`config.mk`:
```
export PLATFORM = sky130hd
export DESIGN_NAME = dth_dma_xfer
export DESIGN_NICKNAME = d
export VERILOG_FILES = /design/src/core/dth_pkg.sv /design/src/core/dth_dma_xfer.sv
export SDC_FILE = /design/constraint.sdc
export NUM_CORES = 1
export LEC_CHECK = 0
export BUFFER_PORTS_ARGS = -buffer_cell sky130_fd_sc_hd__buf_2
export CORE_ASPECT_RATIO = 1.2
export CORE_MARGIN = 10
export CORE_UTILIZATION = 45
export CTS_CLUSTER_SIZE = 24
export DETAILED_ROUTE_END_ITERATION = 16
export HOLD_SLACK_MARGIN = 0.1
export PLACE_DENSITY_LB_ADDON = 0.1
export SETUP_SLACK_MARGIN = 0.4
export SYNTH_ARGS = -nofsm -noshare
export SYNTH_HDL_FRONTEND = slang
export SYNTH_SLANG_ARGS = --single-unit
```
`constraint.sdc`:
```
create_clock -name i_clk -period 5.7 [get_ports i_clk]
set_input_delay 1.14 -clock i_clk [delete_from_list [all_inputs] [get_ports i_clk]]
set_output_delay 1.14 -clock i_clk [all_outputs]
set_load 0.03 [all_outputs]
```
`src/core/dth_pkg.sv`:
```
// constants, types and decode helpers for the dma trigger hazard model
// assumes a single 100 MHz system clock shared by every user of the package
package dth_pkg;

  // ==========================================================================
  // timing
  // ==========================================================================
  localparam int unsigned CLK_PERIOD_NS = 10;
  localparam int unsigned MCLK_CYC      = 1;
  localparam int unsigned WIN_NS        = 500;
  // least time: the nanosecond part rounds up to whole cycles
  localparam int unsigned WIN_CYC       = MCLK_CYC + (WIN_NS + CLK_PERIOD_NS - 1) / CLK_PERIOD_NS;
  localparam int unsigned CLR_RST_CYC   = 4;
  localparam int unsigned CNT_W         = 8;

  // ==========================================================================
  // widths and values after reset
  // ==========================================================================
  localparam int unsigned   ADDR_W       = 16;
  localparam int unsigned   DATA_W       = 16;
  localparam logic [ADDR_W-1:0] ADDR_RST = 16'h0000;
  localparam logic [DATA_W-1:0] DATA_RST = 16'h0000;
  localparam logic [DATA_W-1:0] CORRUPT_MASK = 16'ha5a5;
  localparam logic [CNT_W-1:0]  CNT_RST  = 8'h00;

  // ==========================================================================
  // power modes and power sequencer states
  // ==========================================================================
  typedef enum logic [2:0] {
    active_mode,
    low_power_mode_zero,
    low_power_mode_one,
    low_power_mode_two,
    low_power_mode_three,
    low_power_mode_four
  } dth_pmode_e;

  typedef enum logic [1:0] {
    PS_RUN,
    PS_ENTRY,
    PS_SLEEP,
    PS_CLEAR
  } dth_pstate_e;

  // one memory write issued by the dma
  typedef struct packed {
    logic              valid;
    logic              corrupt;
    logic [ADDR_W-1:0] addr;
    logic [DATA_W-1:0] data;
  } dth_wr_s;

  // true for the deeper sleep modes that carry the trigger hazard
  function automatic logic dth_is_deep(input dth_pmode_e m);
    dth_is_deep = (m == low_power_mode_one) || (m == low_power_mode_two) ||
                  (m == low_power_mode_three) || (m == low_power_mode_four);
  endfunction

endpackage

```
`src/core/dth_dma_xfer.sv`:
```
// single channel dma: one word write per accepted trigger
// assumes triggers and data come from logic on the same clock
`timescale 1ns/1ps
module dth_dma_xfer
  import dth_pkg::*;
(
  input  wire logic                 i_clk,
  input  wire logic                 i_rst,
  input  wire logic                 i_ce,
  input  wire logic                 i_clr,
  input  wire logic                 i_en,
  input  wire logic                 i_trig,
  input  wire logic [DATA_W-1:0]    i_data,
  output logic                      o_start,
  output dth_pkg::dth_wr_s          o_wr
);

  logic [ADDR_W-1:0] addr_ff;
  logic [DATA_W-1:0] data_ff;

  // ==========================================================================
  // accept a trigger, at most every other cycle
  // ==========================================================================
  always_ff @(posedge i_clk or posedge i_rst)
  begin
    if (i_rst)
      o_start <= 1'b0;
    else if (i_ce)
      o_start <= !i_clr && i_en && i_trig && !o_start;
  end

  // capture source word on acceptance
  always_ff @(posedge i_clk or posedge i_rst)
  begin
    if (i_rst)
      data_ff <= DATA_RST;
    else if (i_ce && i_en && i_trig && !o_start)
      data_ff <= i_data;
  end

  // destination pointer walks up one word per transfer
  always_ff @(posedge i_clk or posedge i_rst)
  begin
    if (i_rst)
      addr_ff <= ADDR_RST;
    else if (i_ce)
    begin
      if (i_clr)
        addr_ff <= ADDR_RST;
      else if (o_start)
        addr_ff <= addr_ff + 16'h0001;
    end
  end

  // write issued the cycle after the start
  always_ff @(posedge i_clk or posedge i_rst)
  begin
    if (i_rst)
      o_wr <= '0;
    else if (i_ce)
    begin
      o_wr.valid   <= o_start && !i_clr;
      o_wr.corrupt <= 1'b0;
      o_wr.addr    <= addr_ff;
      o_wr.data    <= data_ff;
    end
  end

endmodule

```
==> results.json, run 1 <==
{
  "num_vias": 1823,
  "setup_viol": 0,
  "max_cap_viol_count": 0,
  "stdcell_count": 355,
  "cp-end-kind": "register",
  "power_density_nw_per_um2": 358,
  "finalInstanceArea_um2": 3280,
  "drt_iter0_drc": 89,
  "drc": 0,
  "track_usage_pct": 12.0,
  "synth-compound-area-share_pct": 6.93,
  "final_antenna_net_count": 0,
  "syn_area_um2": 2730,
  "hp-class": "register to register",
  "hold_viol": 0,
  "drtPass1Iterations": 4,
  "worst_slew_pin_slew_ns": 0.907,
  "max_slew_margin_pct": 39.3,
  "final_layout_size_suffix_gt1_share_pct": 44.7,
  "syn2layout_area_growth_pct": 20.4,
  "critPathLaunchType": "input port",
  "die_y_um": 105,
  "postSynthAreaPerCell_um2": 13.0,
  "avgRoutedWirePerCell_um": 15.5,
  "core_area_um2": 5970,
  "finClkSkew_ns": 0.00674,
  "clk_path_buf_depth": 2,
  "cts_tree": "yes",
  "place.gp.congestion": 0.792,
  "synth-warning-count": 0,
  "mostFrequentLayoutCells": "66 x dfrtp_1, 55 x buf_2, 48 x mux2_2",
  "cts.sinks": 66,
  "ys.flop_type": "dfrtp_1",
  "dpl.hpwl_mm": 3.72,
  "ir_worst_vdd_v": 0.000254,
  "cts_buffers": 9,
  "finalSetupTns_ns": 0,
  "grt_pass1_wl_mm": 9.45,
  "post_cts_buffers": 0,
  "cts_resized": 0,
  "syn_nets": 233,
  "synthMuxAreaShare_pct": 19.8,
  "nets": 291,
  "rsz0062_at_grt": "no",
  "cts.htree.levels": 3,
  "crit_fanout": 40,
  "clkTransAtPathRegs_ns": 0.06,
  "antenna_found_initial": 0,
  "synth_xor_area_share_pct": 0.964,
  "synth_seq_cells": 66,
  "crit_required_ns": 5.91,
  "power_leakage_nw": 1.58,
  "whs_ns": 0.499,
  "avgViaCountPerCell": 5.14,
  "grt_pass1_vias": 1943,
  "insertion_delay_ns": 0.34,
  "synth_top_family_by_area": "multiplexers",
  "holdBufCountCts": 0,
  "synth-async-reset-ratio_pct": 100,
  "power_w": 0.00117,
  "chipWidth_um": 91.0,
  "placed_cells_incl_taps": 339,
  "clockRootBuffer": "clkbuf_8",
  "routed_wl_mm": 5.49,
  "layout_commonest_cell": "dfrtp_1",
  "fin_crit_sh_pct": 54.0,
  "initial_core_util_pct": 45.6,
  "outcome": "complete, no violations",
  "grt_overflow": 0,
  "worstSetupPathType": "input port to register",
  "slew_violations": 0,
  "synth-edff-count": 0,
  "fp-row-count": 31,
  "synth_seq_area_share_pct": 60.6,
  "cp.arrival_ns": 3.29,
  "synthCells": 210,
  "portBuffers": 55,
  "ys_types": 37,
  "max_freq_mhz": 325,
  "post_synth_and_or_nand_nor_area_fraction_pct": 8.72,
  "grt_max_degree": 67,
  "yosys.area_share.adder_pct": 0.459,
  "postPlaceCellArea_um2": 3060,
  "pin_count": 57,
  "antenna_cells": 0,
  "dieArea_um2": 9580,
  "fin_crit_ns": 3.08
}
## per-layer routing
layer | vias to the layer above | GRT usage [%] | wire length, um
met5 | - | 0 | 0
met4 | 0 | 6.73 | 112
met1 | 898 | 14.0 | 2400
met3 | 11 | 4.33 | 372
li1 | 872 | - | -
met2 | 42 | 18.9 | 2610
## power breakdown
part	total, W	switching [W]	internal [W]
clock	0.000428	0.000171	0.000257
sequential	0.000554	0.0000280	0.000526
combinational	0.000191	0.000116	0.0000748
total	0.00117	0.000316	0.000857
## cells by family after synthesis
| logic type | count (synthesis) |
|---|---|
| other cells | 1 |
| xor+xnor | 3 |
| buf+inv | 13 |
| simple gates | 47 |
| mux | 48 |
| compound gates | 31 |
| fa+ha+maj | 1 |
| flops | 66 |
## synth_stat cells, drive strengths merged, types with 2 or more instances
cell,count,area share [%]
nor2,4,0.55
a21oi,2,0.37
nor3,4,0.73
nand4,5,1.4
a21o,3,0.83
nor4,2,0.46
o21ai,13,2.4
mux2,48,20
nand2,19,2.6
dfrtp,66,61
clkbuf,3,0.41
nand3,5,0.92
nand3b,2,0.55
buf,6,1.4
xnor2,2,0.64
a31oi,7,1.6
inv,4,0.55
## state kept, by name, summed over array words and instances (netlist names)
register,cells
addr_ff,16
o_wr,33
data_ff,16
o_start,1
## final timing paths
check | to | slack (ns) | start | depth (start not counted)
max in group asynchronous | addr_ff[13] | 4.14 | i_rst | 3
worst max-delay path | data_ff[5] | 2.62 | i_ce | 3
worst min register to register | o_wr[23] | 0.50 | o_wr[23] | 1
worst min-delay path | o_wr[23] | 0.50 | o_wr[23] | 1
min in group asynchronous | o_wr[27] | 1.01 | i_rst | 3
worst max register to register | data_ff[5] | 3.81 | o_start | 3
## area by class of cell
cell class                      instances  area (um^2)
Clock buffer                           11          141
Sequential cell                        66         1650
Fill cell                             559         2690
Tap cell                               82          103
Inverter                                4         15.0
Timing Repair Buffer                   56          283
Multi-Input combinational cell        131         1010
Clock inverter                          5         77.6
## worst max-delay path: stages
cell	delay [ns]
buf_2	0.67
nand4_1	0.92
mux2_2	0.56
## per-stage QoR
stage               util, %  setup slack (ns)
global route           54.9              2.39
floorplan                 -              2.91
CTS                    54.9              2.55
finish                 54.9              2.62
global placement       51.3              2.20
detailed placement     51.3              2.19
Note: power is estimated with default switching activity, not from simulation.
==> run 2: changes to the inputs <==
--- a/config.mk
+++ b/config.mk
@@ -5,6 +5,7 @@
 export SDC_FILE = /design/constraint.sdc
 export NUM_CORES = 1
 export LEC_CHECK = 0
+export ABC_AREA = 1
 export BUFFER_PORTS_ARGS = -buffer_cell sky130_fd_sc_hd__buf_2
 export CORE_ASPECT_RATIO = 1.2
 export CORE_MARGIN = 10
==> constraint.sdc (replaced) <==
create_clock -name i_clk -period 2.65 [get_ports i_clk]
set_input_delay 0.53 -clock i_clk [delete_from_list [all_inputs] [get_ports i_clk]]
set_output_delay 0.53 -clock i_clk [all_outputs]
set_load 0.03 [all_outputs]
==> results.json, run 2 <==
{
  "finalSetupTns_ns": 0,
  "dieArea_um2": 9980,
  "synth-async-reset-ratio_pct": 100,
  "layout_commonest_cell": "nand2_1",
  "cts.sinks": 66,
  "setup_viol": 0,
  "clockRootBuffer": "clkbuf_8",
  "hp-class": "input port to async pin",
  "final_antenna_net_count": 0,
  "fin_crit_sh_pct": 59.6,
  "avgRoutedWirePerCell_um": 13.3,
  "ff_latch_area_um2": 1650,
  "worst_slew_pin_slew_ns": 1.12,
  "synth-warning-count": 0,
  "fp-row-count": 31,
  "mostFrequentLayoutCells": "150 x nand2_1, 66 x dfrtp_1, 55 x buf_2",
  "yosysMostFrequentCell": "nand2_1",
  "reg2reg_to": "addr_ff[12]",
  "insertion_delay_ns": 0.35,
  "worstSetupPathType": "register to primary output",
  "slew_violations": 0,
  "slowest_stage": "dfrtp_1",
  "portBuffers": 55,
  "nets": 421,
  "critPathBufInv": 1,
  "die_y_um": 107,
  "track_usage_pct": 13.9,
  "drc": 0,
  "grt_pass1_wl_mm": 11.3,
  "cts.htree.levels": 3,
  "ys_types": 28,
  "synth_top_area_share_pct": 57.6,
  "max_freq_mhz": 634,
  "chipWidth_um": 92.9,
  "postPlaceCellArea_um2": 3210,
  "max_flop_register": "o_wr",
  "power_leakage_nw": 1.87,
  "regToRegStartpoint": "addr_ff[0]",
  "cts_buffers": 9,
  "slowest_delay_ns": 0.46,
  "synth_commonest_cells": "150 x nand2_1, 66 x dfrtp_1, 26 x nand3_1",
  "drt_iter0_drc": 151,
  "grt_overflow": 0,
  "multi_input_area_um2": 1060,
  "critPathLaunchType": "register",
  "yosys.area.top_type": "dfrtp_1",
  "yosys-top-cells-area": "dfrtp_1 58%, nand2_1 20%, nand3_1 4.5%",
  "ff2ff_path_depth": 8,
  "clk_path_buf_depth": 2,
  "synth_seq_cells": 66,
  "finClkSkew_ns": 0.0109,
  "syn_area_um2": 2870,
  "crit_chain": "buf_2",
  "syn2layout_area_growth_pct": 20.3,
  "crit_required_ns": 2.12,
  "final_core_utilization_pct": 56.3,
  "crit_family": "flip-flops",
  "synthCells": 342,
  "grt_max_degree": 42,
  "cp.arrival_ns": 1.05,
  "clkTransAtPathRegs_ns": 0.08,
  "ir_worst_vdd_v": 0.000361,
  "cp-end-kind": "primary output",
  "fill_cells": 599,
  "drtPass1Iterations": 4,
  "num_vias": 2360,
  "rsz0062_at_grt": "no",
  "fin_crit_ns": 1.58,
  "syn_nets": 365,
  "pin_count": 57,
  "holdBufCountCts": 0,
  "crit_fanout": 4,
  "final_layout_size_suffix_gt1_share_pct": 21.1,
  "outcome": "complete, no violations",
  "largest_register_ffs": 33,
  "routed_wl_mm": 6.44,
  "top_regs": "o_wr x33, addr_ff x16, data_ff x16",
  "place.gp.congestion": 0.822,
  "finalInstanceArea_um2": 3450,
  "dpl.hpwl_mm": 4.46,
  "initial_core_util_pct": 46.8,
  "grt_pass1_vias": 2468,
  "cts_tree": "yes",
  "post_cts_buffers": 0,
  "cts_resized": 0,
  "antenna_cells": 0,
  "max_slew_margin_pct": 25.5,
  "power_density_nw_per_um2": 725,
  "ff2ff_setup_slack_ns": 1.17,
  "max_cap_viol_count": 0,
  "hold_viol": 0,
  "synth_seq_area_share_pct": 57.6,
  "synth-edff-count": 0,
  "core_area_um2": 6130,
  "antenna_found_initial": 0,
  "ys.flop_type": "dfrtp_1",
  "postSynthAreaPerCell_um2": 8.38,
  "avgViaCountPerCell": 4.87
}
## run 2: cell families (layout without fill, tap and decap cells)
group / Yosys count / in the layout / share of synthesized area (%)
AO/OA/AOI/OAI: 36 / 36 / 6.77
AND/OR/NAND/NOR: 203 / 203 / 29.6
flip-flops: 66 / 66 / 57.6
adder cells (fa/ha/maj): 1 / 1 / 0.436
other: 1 / 1 / 0.131
buffers and inverters: 35 / 96 / 5.41
## run 2: how the worst max path moves through the flow
| stage | slack [ns] | startpoint | endpoint | depth (start not counted) |
|---|---|---|---|---|
| after global routing | 0.96 | i_ce | o_wr[16] | 3 |
| after global placement | 0.78 | i_ce | o_wr[19] | 3 |
| after floorplan | 0.47 | i_rst | addr_ff[0] | 1 |
| after CTS | 1.06 | o_start | o_start | 1 |
| after detailed placement | 0.75 | i_ce | o_wr[24] | 3 |
| final | 1.07 | o_start | o_start | 1 |
## run 2: final cells by class
class	count	share of cell area (%)
sequential	66	47.9
clock buffer	10	3.70
tap	82	2.97
clock inverter	6	3.34
multi-input combinational	241	30.7
timing repair buffer	58	9.00
inverter	22	2.39
## run 2: through the flow
stage	std cells	power (W)	hold slack, ns	setup slack (ns)
after floorplan	342	0.00139	0.442	0.465
after global routing	485	0.00261	0.280	0.960
after global placement	469	0.00149	0.450	0.775
after CTS	485	0.00252	0.251	1.06
after detailed placement	469	0.00149	0.453	0.749
final	485	0.00250	0.238	1.07
## run 2: per-layer routing
layer / part of all wire [%] / vias to the layer above / track usage (%)
met5: 0 / - / 0
met4: 2.7 / 0 / 7.73
met3: 5.2 / 17 / 4.12
met2: 48 / 53 / 22.5
met1: 44 / 1097 / 16.1
li1: - / 1193 / -
## run 2: power by group
group | leakage [nW] | internal [W] | switching (W)
Sequential | 0.877 | 0.00110 | 0.0000522
Combinational | 0.877 | 0.0000910 | 0.000224
Clock | 0.117 | 0.000628 | 0.000406
